<file path="src/rtl/utg_pkg.sv">
package utg_pkg;

  // Register byte addresses
  localparam logic [31:0] TX_PERMIT_CTRL_ADDR = 32'h4000_8030;
  localparam logic [31:0] MULTIDROP_CTRL_ADDR = 32'h4000_804C;
  localparam logic [31:0] ADDR_MATCH_ADDR = 32'h4000_8050;

  // Field positions
  localparam int TRANSMIT_PERMIT_BIT = 7;
  localparam int MULTIDROP_ENABLE_BIT = 0;
  localparam int RECEIVE_INHIBIT_BIT = 1;
  localparam int AUTO_ADDRESS_ENABLE_BIT = 2;

  // Reset values
  localparam logic RESET_TRANSMIT_PERMIT = 1'b1;
  localparam logic [2:0] RESET_MULTIDROP_CTRL = 3'h0;
  localparam logic [7:0] RESET_ADDRESS_MATCH = 8'h00;

  // Received character with its ninth (parity) bit
  typedef struct packed {
    logic parityBit;
    logic [7:0] data;
  } utg_rx_char_t;

  // Register bus request
  typedef struct packed {
    logic wrEn;
    logic rdEn;
    logic [31:0] addr;
    logic [31:0] wdata;
  } utg_reg_req_t;

endpackage

</file>
<file path="src/rtl/utg_top.sv">
`timescale 1ns/1ps
module utg_top (
  // Clock and reset
  input wire logic clk_sys,
  input wire logic rstn,
  // Register port
  input wire utg_pkg::utg_reg_req_t regReq,
  output logic [31:0] regRdata,
  // Transmit holding side
  input wire logic txHoldValid,
  input wire logic [7:0] txHoldData,
  output logic txHoldTake,
  // Transmit shift register side
  input wire logic txShiftBusy,
  output logic txShiftLoad,
  output logic [7:0] txShiftData,
  // Received characters
  input wire logic rxValid,
  input wire utg_pkg::utg_rx_char_t rxChar,
  // Receive FIFO write and events
  output logic rxFifoWrite,
  output utg_pkg::utg_rx_char_t rxFifoData,
  output logic rxDataReadyEvent,
  output logic addressEvent,
  // Mode view
  output logic transmitPermit,
  output logic [2:0] multidropCtrl
);

  ////////////////////////////////////////////////////////////////////////////
  // Control state

  logic transmitPermit_reg; // Transmit permit bit
  logic multidropEnable_reg; // Multidrop mode on
  logic receiveInhibit_reg; // Receiver disabled
  logic autoAddressEnable_reg; // Automatic address detect on
  logic [7:0] addressMatch_reg; // Slave address
  // Filter decisions for the character now on rxChar
  logic storeChar; // Push to the receive FIFO
  logic setInhibit; // Mismatched address shuts the receiver
  logic clearInhibit; // Matched address opens the receiver
  logic addressSeen; // Address character in multidrop mode
  // Register write strobes, one per mapped address
  logic wrPermit;
  logic wrMulti;
  logic wrMatch;

  // Write decode
  // Exact address match only; unmapped writes fall through unused
  assign wrPermit = regReq.wrEn && (regReq.addr == utg_pkg::TX_PERMIT_CTRL_ADDR);
  assign wrMulti = regReq.wrEn && (regReq.addr == utg_pkg::MULTIDROP_CTRL_ADDR);
  assign wrMatch = regReq.wrEn && (regReq.addr == utg_pkg::ADDR_MATCH_ADDR);

  // Transmit permit register; software handles flow control
  // Clearing it only stops new loads; the shifter is never aborted
  always_ff @(posedge clk_sys or negedge rstn) begin
    if (!rstn) begin
      transmitPermit_reg <= utg_pkg::RESET_TRANSMIT_PERMIT;
    end else if (wrPermit) begin
      // Reserved bits are dropped on write
      transmitPermit_reg <= regReq.wdata[utg_pkg::TRANSMIT_PERMIT_BIT];
    end
  end

  // Mode bits written by software
  // Reset values come from the package so the mode views and registers agree
  // Auto address only acts together with multidrop enable
  always_ff @(posedge clk_sys or negedge rstn) begin
    if (!rstn) begin
      multidropEnable_reg <= utg_pkg::RESET_MULTIDROP_CTRL[0];
      autoAddressEnable_reg <= utg_pkg::RESET_MULTIDROP_CTRL[2];
    end else if (wrMulti) begin
      multidropEnable_reg <= regReq.wdata[utg_pkg::MULTIDROP_ENABLE_BIT];
      autoAddressEnable_reg <= regReq.wdata[utg_pkg::AUTO_ADDRESS_ENABLE_BIT];
    end
  end

  // Receive inhibit: hardware update wins over a software write,
  // so a set or clear is never lost, but a mismatch while already inhibited raises no set and a racing write wins;
  // set and clear cannot both come from one character
  always_ff @(posedge clk_sys or negedge rstn) begin
    if (!rstn) begin
      receiveInhibit_reg <= utg_pkg::RESET_MULTIDROP_CTRL[1];
    end else if (setInhibit) begin
      receiveInhibit_reg <= 1'b1;
    end else if (clearInhibit) begin
      receiveInhibit_reg <= 1'b0;
    end else if (wrMulti) begin
      receiveInhibit_reg <= regReq.wdata[utg_pkg::RECEIVE_INHIBIT_BIT];
    end
  end

  // Address match value
  // Only the low byte exists; upper write bits are dropped
  always_ff @(posedge clk_sys or negedge rstn) begin
    if (!rstn) begin
      addressMatch_reg <= utg_pkg::RESET_ADDRESS_MATCH;
    end else if (wrMatch) begin
      addressMatch_reg <= regReq.wdata[7:0];
    end
  end

  ////////////////////////////////////////////////////////////////////////////
  // Register read, registered one cycle after rdEn
  // Read data holds until the next read, so a slow master may sample late

  always_ff @(posedge clk_sys or negedge rstn) begin
    if (!rstn) begin
      regRdata <= 32'h0000_0000;
    end else if (regReq.rdEn) begin
      // Reserved bits read as zero
      unique case (regReq.addr)
        utg_pkg::TX_PERMIT_CTRL_ADDR: begin
          regRdata <= {24'h00_0000, transmitPermit_reg, 7'h00};
        end
        utg_pkg::MULTIDROP_CTRL_ADDR: begin
          regRdata <= {29'h0000_0000, autoAddressEnable_reg, receiveInhibit_reg,
                       multidropEnable_reg};
        end
        utg_pkg::ADDR_MATCH_ADDR: begin
          regRdata <= {24'h00_0000, addressMatch_reg};
        end
        default: begin // Unmapped addresses read as zero
          regRdata <= 32'h0000_0000;
        end
      endcase
    end
  end

  ////////////////////////////////////////////////////////////////////////////
  // Transmit gate

  // A transfer starts only when permitted and the shifter is idle.
  // txShiftLoad holds one cycle, so busy must rise by the next cycle;
  // the pending load also blocks a second take in that gap.
  // The gate never touches a character already in the shifter.
  // Trade-off: one idle cycle between loads costs little against a
  // character time and spares the shifter a combinational busy flag.
  // The holding buffer must show its next character a cycle after the pop.
  always_ff @(posedge clk_sys or negedge rstn) begin
    if (!rstn) begin
      txHoldTake <= 1'b0;
      txShiftLoad <= 1'b0;
      txShiftData <= 8'h00;
    end else begin
      // Pulses by default; raised only for a granted transfer
      txHoldTake <= 1'b0;
      txShiftLoad <= 1'b0;
      if (transmitPermit_reg && txHoldValid && !txShiftBusy
          && !txShiftLoad && !txHoldTake) begin
        txHoldTake <= 1'b1;
        txShiftLoad <= 1'b1;
        txShiftData <= txHoldData;
      end
    end
  end

  ////////////////////////////////////////////////////////////////////////////
  // Receive path

  // The filter is pure logic; its decision is registered below
  utg_rx_filter rxFilter (
    .multidropEnable(multidropEnable_reg),
    .autoAddressEnable(autoAddressEnable_reg),
    .receiveInhibit(receiveInhibit_reg),
    .addressMatchValue(addressMatch_reg),
    .rxValid(rxValid),
    .rxChar(rxChar),
    .storeChar(storeChar),
    .setInhibit(setInhibit),
    .clearInhibit(clearInhibit),
    .addressSeen(addressSeen)
  );

  // FIFO write and event pulses, one cycle after the character
  // One pulse per stored character; the FIFO itself lives outside
  // The data register moves only on a store, so it keeps the last one
  always_ff @(posedge clk_sys or negedge rstn) begin
    if (!rstn) begin
      rxFifoWrite <= 1'b0;
      rxFifoData <= '0;
      rxDataReadyEvent <= 1'b0;
      addressEvent <= 1'b0;
    end else begin
      // Store and ready event travel together
      rxFifoWrite <= storeChar;
      rxDataReadyEvent <= storeChar;
      // Parity-error style address flag in multidrop mode
      addressEvent <= addressSeen;
      if (storeChar) begin
        rxFifoData <= rxChar;
      end
    end
  end

  // Mode view outputs
  // Views lag the registers by one cycle, keeping every output a flop
  always_ff @(posedge clk_sys or negedge rstn) begin
    if (!rstn) begin
      transmitPermit <= utg_pkg::RESET_TRANSMIT_PERMIT;
      multidropCtrl <= utg_pkg::RESET_MULTIDROP_CTRL;
    end else begin
      // Copies only; nothing reads these views inside the block
      transmitPermit <= transmitPermit_reg;
      multidropCtrl <= {autoAddressEnable_reg, receiveInhibit_reg, multidropEnable_reg};
    end
  end

endmodule

</file>
<file path="src/rtl/utg_rx_filter.sv">
`timescale 1ns/1ps
// Decides the fate of one received character under the multidrop modes
module utg_rx_filter (
  // Mode
  input wire logic multidropEnable,
  input wire logic autoAddressEnable,
  input wire logic receiveInhibit,
  input wire logic [7:0] addressMatchValue,
  // Character
  input wire logic rxValid,
  input wire utg_pkg::utg_rx_char_t rxChar,
  // Decision
  output logic storeChar,
  output logic setInhibit,
  output logic clearInhibit,
  output logic addressSeen
);

  logic isAddress;
  logic isMatch;
  logic autoMode;

  // Address characters carry a parity bit of one
  assign isAddress = rxValid && multidropEnable && rxChar.parityBit;
  assign isMatch = (rxChar.data == addressMatchValue);
  assign autoMode = multidropEnable && autoAddressEnable;

  // Storage and inhibit decision
  always_comb begin
    storeChar = 1'b0;
    setInhibit = 1'b0;
    clearInhibit = 1'b0;
    addressSeen = isAddress;
    if (!rxValid) begin
      storeChar = 1'b0;
    end else if (!multidropEnable) begin
      // Plain UART: keep all, inhibit still honoured
      storeChar = !receiveInhibit;
    end else if (autoMode) begin
      if (isAddress && isMatch) begin
        storeChar = 1'b1;
        clearInhibit = 1'b1;
      end else if (isAddress) begin
        storeChar = 1'b0;
        setInhibit = !receiveInhibit;
      end else begin
        storeChar = !receiveInhibit;
      end
    end else begin
      // Normal multidrop: addresses always pass
      storeChar = isAddress || !receiveInhibit;
    end
  end

endmodule

</file>
<file path="config.mk">
export PLATFORM = sky130hd
export DESIGN_NAME = utg_top
export DESIGN_NICKNAME = d
export VERILOG_FILES = /design/src/rtl/utg_pkg.sv /design/src/rtl/utg_top.sv /design/src/rtl/utg_rx_filter.sv
export SDC_FILE = /design/constraint.sdc
export NUM_CORES = 1
export LEC_CHECK = 0
export BUFFER_PORTS_ARGS = -buffer_cell sky130_fd_sc_hd__clkbuf_2
export CAP_MARGIN = 20
export CORE_MARGIN = 2
export CORE_UTILIZATION = 45
export DETAILED_ROUTE_END_ITERATION = 6
export PLACE_DENSITY = 0.86
export SYNTH_ARGS = -nofsm -noshare
export SYNTH_HDL_FRONTEND = slang
export SYNTH_SLANG_ARGS = --single-unit
</file>
<file path="constraint.sdc">
create_clock -name clk_sys -period 3.45 [get_ports clk_sys]
set_input_delay 0.69 -clock clk_sys [delete_from_list [all_inputs] [get_ports clk_sys]]
set_output_delay 0.69 -clock clk_sys [all_outputs]
set_load 0.005 [all_outputs]
</file>
==> results of run 1 <==
where the power goes:
| group | leakage [nW] | switching [W] | total, W | internal, W |
|---|---|---|---|---|
| Sequential | 0.585 | 0.00000638 | 0.000533 | 0.000527 |
| Combinational | 0.844 | 0.0000497 | 0.000107 | 0.0000576 |
| Clock | 0.0445 | 0.000164 | 0.000326 | 0.000163 |
worst paths after layout:
check	endpoint	from	cells past startpoint
max in group asynchronous	transmitPermit_reg$_DFFE_PN1P_	rstn	2
setup reg to reg	rxFifoData[0]$_DFFE_PN0P_	addressMatch_reg[5]$_DFFE_PN0P_	5
min in group clk_sys	transmitPermit$_DFF_PN1_	transmitPermit_reg$_DFFE_PN1P_	0
setup / recovery	addressMatch_reg[4]$_DFFE_PN0P_	regReq[57]	6
hold reg to reg	transmitPermit$_DFF_PN1_	transmitPermit_reg$_DFFE_PN1P_	0
hold / removal	txShiftData[1]$_DFFE_PN0P_	rstn	1
metrics by stage:
stage	instances	setup WS [ns]	power (W)	area, um2	hold WS, ns
after global routing	332	1.18	0.00101	2700	0.264
after floorplan	201	1.46	0.000604	2250	0.366
final	332	1.37	0.000966	2700	0.259
after CTS	331	1.34	0.000980	2680	0.396
after detailed placement	323	1.02	0.000649	2580	0.384
after global placement	323	1.03	0.000646	2580	0.381
cell type report:
cell class / count / area [um2] / share of cell area
Sequential cell: 44 / 1100 / 0.409
Multi-Input combinational cell: 118 / 891 / 0.330
Timing Repair Buffer: 98 / 505 / 0.187
Clock buffer: 7 / 86.3 / 0.0320
Tap cell: 54 / 67.6 / 0.0250
Inverter: 10 / 37.5 / 0.0139
Clock inverter: 1 / 7.51 / 0.00278
layer usage:
| layer | global-route usage | up-vias | part of all wire |
|---|---|---|---|
| met5 | 0 | - | 0 |
| met4 | 0.0802 | 0 | 0.019 |
| met3 | 0.0412 | 8 | 0.067 |
| li1 | - | 762 | - |
| met2 | 0.304 | 72 | 0.52 |
| met1 | 0.203 | 742 | 0.39 |
cell families (layout without fill, tap and decap cells):
| kind of cell | after synthesis | in the layout | share of synthesized area |
|---|---|---|---|
| xor gates and xnor gates | 8 | 8 | 0.0324 |
| AOI/OAI and AO/OA | 16 | 16 | 0.0504 |
| other | 1 | 24 | 0.00174 |
| muxes | 28 | 28 | 0.162 |
| DFF | 44 | 44 | 0.511 |
| and+or+nand+nor | 42 | 42 | 0.126 |
| buffers and inverters | 39 | 116 | 0.116 |
cells in the mapped netlist, types with 2 or more instances:
library cell / n / area share
nor2b_1: 3 / 0.0087
nor4b_2: 2 / 0.014
mux2_4: 9 / 0.063
a22oi_1: 3 / 0.010
mux2_2: 10 / 0.052
buf_4: 26 / 0.090
xor2_1: 8 / 0.032
nor2_1: 2 / 0.0035
mux2_1: 9 / 0.047
nor4_1: 4 / 0.012
nand4_1: 2 / 0.0058
nand3_1: 3 / 0.0070
dfrtp_1: 42 / 0.49
nand2_1: 12 / 0.021
clkbuf_1: 2 / 0.0035
nor3_2: 2 / 0.0093
o21ai_0: 5 / 0.012
nor4_2: 2 / 0.012
inv_1: 10 / 0.017
o22ai_1: 4 / 0.012
dfstp_2: 2 / 0.024
==> results.ini, run 1 <==
[global_routing]
grt_use_total=0.175
antenna_found_initial=0
grt_pass1_vias=1564
overflow=0
grt_pass1_wl_um=7030
grt_max_degree=45

[critical_path]
slowest_delay_ns=0.37
rrSetupSlack_ns=1.51
cp_cell_sequence=clkbuf_2, nor4_1, nand4_1, nor3_2, nand2_2, mux2_1
required_ns=3.63
cpLargestDelayFamily=simple AND/OR/NAND/NOR gates
crit_type=input port to register
cp_max_fo=8
cp.arrival_ns=2.25
worst-path-buf-inv=1
slowest_stage=nor3_2
cp-start-kind=input port
end_kind=register

[finish]
largest_reg_flops=9
nNetsFinal=365
mostFrequentLayoutCells=97 x clkbuf_2, 42 x dfrtp_1, 24 x conb_1
final_common_cell=clkbuf_2
fin_util=0.579
syn2layout_area_growth_pct=25.0
regMostFlops=rxFifoData
drive_gt1_frac=0.486
num-fill-cells=393
diodes=0

[clock_tree]
htree_levels=2
cts-root-buf=clkbuf_8
clk_pin_slew_worst_paths_ns=0.08
ctsResizeCount=0
cts_buffers=5
clk_path_buf_depth=2
tritoncts=done
hold_buffers=0
worstSkewPairLatency_ns=0.29
cts_setup_buffers=0
clock-sinks=44

[synthesis]
yosysWarningCount=0
synth_seq_cells=44
synth_edf_count=0
synthCells=178
yosys_most_used_dff=dfrtp_1
synth.avg_cell_area_um2=12.1
yosysSeqAreaShare=0.511
netlist_area_mm2=0.00216
async_reset_ff_frac=1.00
synthDistinctLibCells=37

[floorplanning]
chipWidth_um=73.3
die_area_mm2=0.00537
die_h_um=73.3
ios=146
start_util=0.463
core_mm2=0.00466
rows=25

[job]
cap_violations=0

[route]
num_vias=1584
wl_per_cell_um=13.5
drc=0
wl_um=4500
ant_nets=0
firstDrtPassIters=4
drt-initial-drc-count=102
vias_per_cell=4.77

[worst_hold_path]
min_path_type=input port to async pin

[sta]
tightestPinTransition_ns=0.663
hold_violations=0
slew_viol_final=0
rsz0062_at_grt=no
setup_tns_ns=0
finalSetupViolCount=0
fin_crit_ns=2.08
max_freq_mhz=481
min_period_over_period=0.602
slew_headroom=0.556
skew_ns=0.00418

[power_and_ir_drop]
power_density_mw_per_mm2=358
ir_worst_vdd_mv=0.135
p_leak_nw=1.47

[status]
status=complete, no violations

[placed_design]
numPortBuffers=97
place_hpwl_um=3650
place_congestion=0.802

Note: power is estimated with default switching activity, not from simulation.
==> run 2: changes to the inputs <==
Settings changed: CORE_UTILIZATION 45 to 38, PLACE_DENSITY 0.86 to 0.77.
Clock period 3.45 ns to 1.7 ns, I/O delays scaled along.
==> results.ini, run 2 (same netlist as run 1, synthesis figures left out) <==
[floorplanning]
rows=27  ; was 25
start_util=0.392  ; was 0.463
ios=146  ; unchanged
die_area_mm2=0.00630  ; was 0.00537 mm2
core_mm2=0.00551  ; was 0.00466 mm2
chipWidth_um=79.4  ; was 73.3 um
die_h_um=79.4  ; was 73.3 um

[power_and_ir_drop]
power_frac_seq=0.557  ; was 0.551
pwr-share-comb=0.121  ; was 0.111
p_sw_frac=0.232  ; was 0.227
ir_worst_vdd_mv=0.343  ; was 0.135 mV
power_density_mw_per_mm2=668  ; was 358 mW/mm2
internal-power_w=0.00149  ; was 0.000747 W
p_leak_nw=1.60  ; was 1.47 nW
switchingPower_w=0.000450  ; was 0.000220 W
pwr-share-clk=0.322  ; was 0.337

[route]
drt-initial-drc-count=41  ; was 102
wl_per_cell_um=12.1  ; was 13.5 um
ant_nets=0  ; unchanged
firstDrtPassIters=4  ; unchanged
drc=0  ; unchanged
wl_um=4540  ; was 4500 um
num_vias=1693  ; was 1584
vias_per_cell=4.51  ; was 4.77

[global_routing]
use_met1=0.174  ; was 0.203
grt_use_total=0.153  ; was 0.175
antenna_found_initial=0  ; unchanged
grtUsageMet2=0.275  ; was 0.304
grt_pass1_wl_um=7490  ; was 7030 um
grt_max_degree=19  ; was 45
overflow=0  ; unchanged
grt_util_met3=0.0339  ; was 0.0412
top_usage_layer=met2  ; unchanged
grt_pass1_vias=1672  ; was 1564

[critical_path]
required_ns=1.88  ; was 3.63 ns
crit_type=register to register  ; was input port to register
cp_max_fo=9  ; was 8
slowest_delay_ns=0.40  ; was 0.37 ns
end_kind=register  ; unchanged
slowest_stage=dfrtp_1  ; was nor3_2
cp-start-kind=register  ; was input port
rrSetupSlack_ns=-0.1  ; was 1.51 ns
cp_cell_sequence=xor2_1, nor4_2, nand2_1, a31o_1, buf_12, mux2_4  ; was clkbuf_2, nor4_1, nand4_1, nor3_2, nand2_2, mux2_1
cp.arrival_ns=1.97  ; was 2.25 ns

[sta]
finalSetupViolCount=9  ; was 0
fin_ws_ns=-0.0991  ; was 1.37 ns
fin_crit_ns=1.80
rsz0062_at_grt=yes  ; was no
min_period_over_period=1.06
skew_ns=0.00814  ; was 0.00418 ns
max_freq_mhz=556
slew_viol_final=0  ; unchanged
hold_violations=0  ; unchanged

[clock_tree]
cts_buffers=5  ; unchanged
worstSkewPairLatency_ns=0.29  ; about the same
htree_levels=2  ; unchanged
clock-sinks=44  ; unchanged
cts-root-buf=clkbuf_8  ; unchanged
clk_pin_slew_worst_paths_ns=0.08  ; about the same
clk_path_buf_depth=2  ; unchanged
tritoncts=done  ; unchanged
ctsResizeCount=0  ; unchanged

[finish]
regMostFlops=rxFifoData  ; unchanged
largest_reg_flops=9  ; unchanged
final_common_cell=clkbuf_2  ; unchanged
drive_gt1_frac=0.525  ; was 0.486
diodes=0  ; unchanged
nNetsFinal=390  ; was 365
mostFrequentLayoutCells=97 x clkbuf_2, 42 x dfrtp_1, 24 x conb_1, 24 x buf_4, 12 x nand2_1  ; was 97 x clkbuf_2, 42 x dfrtp_1, 24 x conb_1
syn2layout_area_growth_pct=34.6  ; was 25.0%
design_area_mm2=0.00291  ; was 0.00270 mm2

[worst_hold_path]
min_path_type=input port to register  ; was input port to async pin

[placed_design]
dpl_worst_slack_ns=-0.191  ; was 1.02 ns
numPortBuffers=97  ; unchanged
place_hpwl_um=3900  ; was 3650 um
placed_area_mm2=0.00279  ; was 0.00258 mm2
place_congestion=0.798  ; was 0.802

[status]
violations=setup timing
status=complete, but fails checks  ; was complete, no violations

[job]
cap_violations=0  ; unchanged

[run 2: changes by cell type in the layout (fill, tap and decap cells not counted)]
| cell | before | now |
|---|---|---|
| clkinv_4 | 0 | 1 |
| buf_4 | 0 | 24 |
| clkbuf_8 | 6 | 5 |
| dlygate4sd3_1 | 0 | 1 |
[run 2: power by group through the flow]
stage	logic, W	registers, W	clock network (W)
2_1_floorplan	0.000124	0.00110	0
6_report	0.000235	0.00108	0.000625
3_3_place_gp	0.000231	0.00110	0
4_1_cts	0.000239	0.00108	0.000654
3_5_place_dp	0.000235	0.00110	0
5_1_grt	0.000265	0.00108	0.000701
[run 2: critical path, delay by kind of cell, from the launching register on]
family          cells  cell delay (ns)
xor+xnor            1             0.18
simple gates        2             0.43
mux                 1             0.29
buf+inv             1             0.16
flops               1             0.40
compound gates      1             0.23
[run 2: area by class of cell]
| type | instances | area, um2 |
|---|---|---|
| fillers | 504 | 2600 |
| flip-flops and latches | 44 | 1100 |
| multi-input cells | 118 | 891 |
| repair buffers | 123 | 696 |
| well taps | 72 | 90.1 |
| clock buffers | 6 | 72.6 |
| inverters | 10 | 37.5 |
| clock inverters | 2 | 16.3 |
[run 2: worst paths after layout]
path                                                  from                         end  cells past startpoint
min in group asynchronous                             rstn  txShiftData[0]$_DFFE_PN0P_                      2
hold reg to reg             transmitPermit_reg$_DFFE_PN1P_    transmitPermit$_DFF_PN1_                      0
max in group asynchronous                             rstn   rxFifoData[1]$_DFFE_PN0P_                      3
setup / recovery           addressMatch_reg[4]$_DFFE_PN0P_   rxFifoData[3]$_DFFE_PN0P_                      6
setup reg to reg           addressMatch_reg[4]$_DFFE_PN0P_   rxFifoData[3]$_DFFE_PN0P_                      6
hold / removal                                 txShiftBusy       txShiftLoad$_DFF_PN0_                      2
[run 2: what timing repair did]
item / CTS / global route
buffers inserted: 2 / 1
hold buffers: 1 / 0
endpoints found under the setup margin: 9 / 9
pin swaps: 3 / 2
cloned: 0 / 0
hold endpoints to repair: 10 / 0
[run 2: per-layer routing]
| metal | part of all wire | up-vias | wire [um] |
|---|---|---|---|
| li1 | - | 812 | - |
| met1 | 0.37 | 798 | 1690 |
| met2 | 0.54 | 76 | 2440 |
| met3 | 0.071 | 7 | 321 |
| met4 | 0.019 | 0 | 85 |
| met5 | 0 | - | 0 |
[run 2: through the flow]
step	cells	TNS, ns	total power, W	utilization	hold slack [ns]
after floorplan	201	0	0.00123	-	0.0444
after global placement	363	-2.54	0.00133	0.506	0.254
after detailed placement	363	-3.40	0.00134	0.506	0.256
after CTS	374	-0.985	0.00197	0.526	0.212
after global routing	375	-1.83	0.00205	0.528	0.224
final	375	-0.838	0.00194	0.528	0.220
==> run 3: changes to the inputs <==
Settings changed: CORE_UTILIZATION 38 to 37, PLACE_DENSITY 0.77 to 0.76, SYNTH_HIERARCHICAL set to 1.
==> results.ini, run 3 <==
[clock_tree]
tritoncts=done  ; unchanged
htree_levels=2  ; unchanged
clk_path_buf_depth=2  ; unchanged
clk_pin_slew_worst_paths_ns=0.08  ; about the same
clock-sinks=44  ; unchanged
hold_buffers=0  ; was 1
cts-root-buf=clkbuf_8  ; unchanged
cts_buffers=5  ; unchanged
worstSkewPairLatency_ns=0.29  ; about the same

[floorplanning]
ios=146  ; unchanged
core_mm2=0.00551  ; unchanged
start_util=0.382  ; was 0.392
chipWidth_um=79.4  ; about the same
die_area_mm2=0.00630  ; about the same
rows=27  ; unchanged
die_h_um=79.4  ; about the same

[global_routing]
grt_use_total=0.157  ; was 0.153
antenna_found_initial=0  ; unchanged
grt_pass1_vias=1624  ; was 1672
grt_pass1_wl_um=7710  ; was 7490 um
overflow=0  ; unchanged
grt_max_degree=45  ; was 19

[route]
vias_per_cell=4.60  ; was 4.51
ant_nets=0  ; unchanged
wl_per_cell_um=13.9  ; was 12.1 um
firstDrtPassIters=4  ; unchanged
drc=0  ; unchanged
wl_um=5070  ; was 4540 um
num_vias=1685  ; was 1693
drt-initial-drc-count=68  ; was 41

[power_and_ir_drop]
pwr-share-clk=0.321  ; was 0.322
switchingPower_w=0.000478  ; was 0.000450 W
ir_worst_vdd_mv=0.407  ; was 0.343 mV
power_w=0.00195  ; was 0.00194 W
p_sw_frac=0.245  ; was 0.232
pwr-share-comb=0.125  ; was 0.121
p_leak_nw=1.66  ; was 1.60 nW
power_frac_seq=0.554  ; was 0.557
power_density_mw_per_mm2=640  ; was 668 mW/mm2
internal-power_w=0.00147  ; was 0.00149 W

[sta]
rsz0062_at_grt=yes  ; unchanged
skew_ns=0.00808  ; was 0.00814 ns
tightestPinTransition_ns=0.568
max_freq_mhz=509  ; was 556 MHz
slew_headroom=0.612
min_period_over_period=1.16  ; was 1.06
finalSetupViolCount=25  ; was 9
hold_violations=0  ; unchanged
slew_viol_final=0  ; unchanged
fin_ws_ns=-0.266  ; was -0.0991 ns
fin_crit_ns=1.97  ; was 1.80 ns

[synthesis]
synth_seq_cells=44  ; unchanged
synth_most_common_cell=dfrtp_1  ; unchanged
synthDistinctLibCells=37  ; unchanged
yosys-top-cells-area=dfrtp_1 50%, mux2_2 15%, buf_4 9.3%  ; was dfrtp_1 49%, buf_4 9.0%, mux2_4 6.3%
post-synth-top-area-cell=dfrtp_1  ; unchanged
yosys_most_used_dff=dfrtp_1  ; unchanged
yosysWarningCount=6  ; was 0
yosysSeqAreaShare=0.525  ; was 0.511
synth_edf_count=0  ; unchanged
synth_top_area_share=0.500  ; was 0.487
async_reset_ff_frac=1.00  ; unchanged
netlist_area_mm2=0.00210  ; was 0.00216 mm2
synth.top_cells.by_count=42 x dfrtp_1, 28 x mux2_2, 26 x buf_4  ; was 42 x dfrtp_1, 26 x buf_4, 12 x nand2_1
synthCells=166  ; was 178
synth.avg_cell_area_um2=12.7  ; was 12.1 um2

[critical_path]
crit_type=register to register  ; unchanged
cp_max_fo=10  ; was 9
required_ns=1.87  ; was 1.88 ns
end_kind=register  ; unchanged
cp-start-kind=register  ; unchanged
cp.arrival_ns=2.14  ; was 1.97 ns

[finish]
design_area_mm2=0.00305  ; was 0.00291 mm2
diodes=0  ; unchanged
regMostFlops=rxFifoData  ; unchanged
seq_area_mm2=0.00110  ; unchanged
multi_input_area_mm2=0.00105  ; was 891 um2
drive_gt1_frac=0.602  ; was 0.525
final_common_cell=clkbuf_2  ; unchanged
syn2layout_area_growth_pct=45.2  ; was 34.6%
nNetsFinal=382  ; was 390
mostFrequentLayoutCells=97 x clkbuf_2, 42 x dfrtp_1, 24 x conb_1  ; was 97 x clkbuf_2, 42 x dfrtp_1, 24 x conb_1, 24 x buf_4, 12 x nand2_1
fin_util=0.554  ; was 0.528
num-fill-cells=498  ; was 504
largest_reg_flops=9  ; unchanged

[placed_design]
dpl_worst_slack_ns=-0.593  ; was -0.191 ns
place_congestion=0.801  ; was 0.798
place_hpwl_um=3880  ; was 3900 um
placed_area_mm2=0.00282  ; was 0.00279 mm2
numPortBuffers=97  ; unchanged

[worst_hold_path]
min_path_type=input port to async pin  ; was input port to register

[status]
status=complete, but fails checks  ; unchanged
violations=setup timing  ; unchanged

[job]
cap_violations=0  ; unchanged

==> run 3: cell count changes in the layout (fill, tap and decap cells not counted), sizes merged, moves of 4 or more <==
cell	change
inv	-7
nand2	-8
o21ai	-4
o22ai	-4
o2bb2ai	+4
==> run 3: logic make-up after synthesis <==
group,Yosys count,synth area share
muxes,28,0.150
xor gates and xnor gates,8,0.0333
other,1,0.00178
AOI/OAI and AO/OA,18,0.0667
DFF,44,0.525
buffers and inverters,30,0.100
and+or+nand+nor,37,0.123
==> run 3: layer usage <==
metal | GRT usage | routed length, um
met1 | 0.211 | 2220
met2 | 0.253 | 2460
met3 | 0.0385 | 342
met4 | 0.0414 | 48
met5 | 0 | 0
==> run 3: timing repair <==
action | 4_1_cts | 5_1_grt
buffers inserted | 1 | 1
endpoints found under the setup margin | 25 | 26
resized for setup | 23 | 7
pin swaps | 5 | 8
==> run 3: area by class of cell <==
class | count | area share
timing repair buffer | 125 | 0.235
sequential | 44 | 0.361
multi-input combinational | 115 | 0.343
clock buffer | 5 | 0.0225
clock inverter | 2 | 0.00410
inverter | 3 | 0.00369
tap | 72 | 0.0295
==> run 3: final timing paths <==
| kind | start | to | slack, ns | cells past startpoint |
|---|---|---|---|---|
| worst min register to register | transmitPermit_reg$_DFFE_PN1P_ | transmitPermit$_DFF_PN1_ | 0.40 | 0 |
| max in group asynchronous | rstn | transmitPermit_reg$_DFFE_PN1P_ | 1.21 | 2 |
| worst max register to register | addressMatch_reg[4]$_DFFE_PN0P_ | rxFifoData[6]$_DFFE_PN0P_ | -0.27 | 7 |
| worst max-delay path | addressMatch_reg[4]$_DFFE_PN0P_ | rxFifoData[6]$_DFFE_PN0P_ | -0.27 | 7 |
| worst min-delay path | rstn | rxFifoData[5]$_DFFE_PN0P_ | 0.12 | 2 |
| min in group clk_sys | txHoldData[0] | txShiftData[0]$_DFFE_PN0P_ | 0.28 | 2 |
==> run 3: power by group through the flow <==
stage	Clock [W]	Combinational [W]	Sequential, W
after global placement	0	0.000227	0.00110
after detailed placement	0	0.000233	0.00110
final	0.000627	0.000245	0.00108
after floorplan	0	0.000124	0.00110
after CTS	0.000646	0.000240	0.00108
after global routing	0.000690	0.000274	0.00108
==> run 3: stage by stage <==
step / cells / hold WS [ns] / TNS [ns]
floorplan: 189 / 0.0444 / -7.48
global placement: 357 / 0.386 / -10.98
detailed placement: 357 / 0.386 / -11.82
CTS: 365 / 0.137 / -6.06
global route: 366 / 0.173 / -7.65
finish: 366 / 0.123 / -5.97
==> run 3: worst max-delay path: stages, from the launching register on <==
cell and delay (ns):
dfrtp_1 0.41, xor2_1 0.15, nor4_1 0.27, buf_4 0.18, nand2_4 0.05, a311oi_2 0.27, buf_6 0.21, mux2_4 0.31
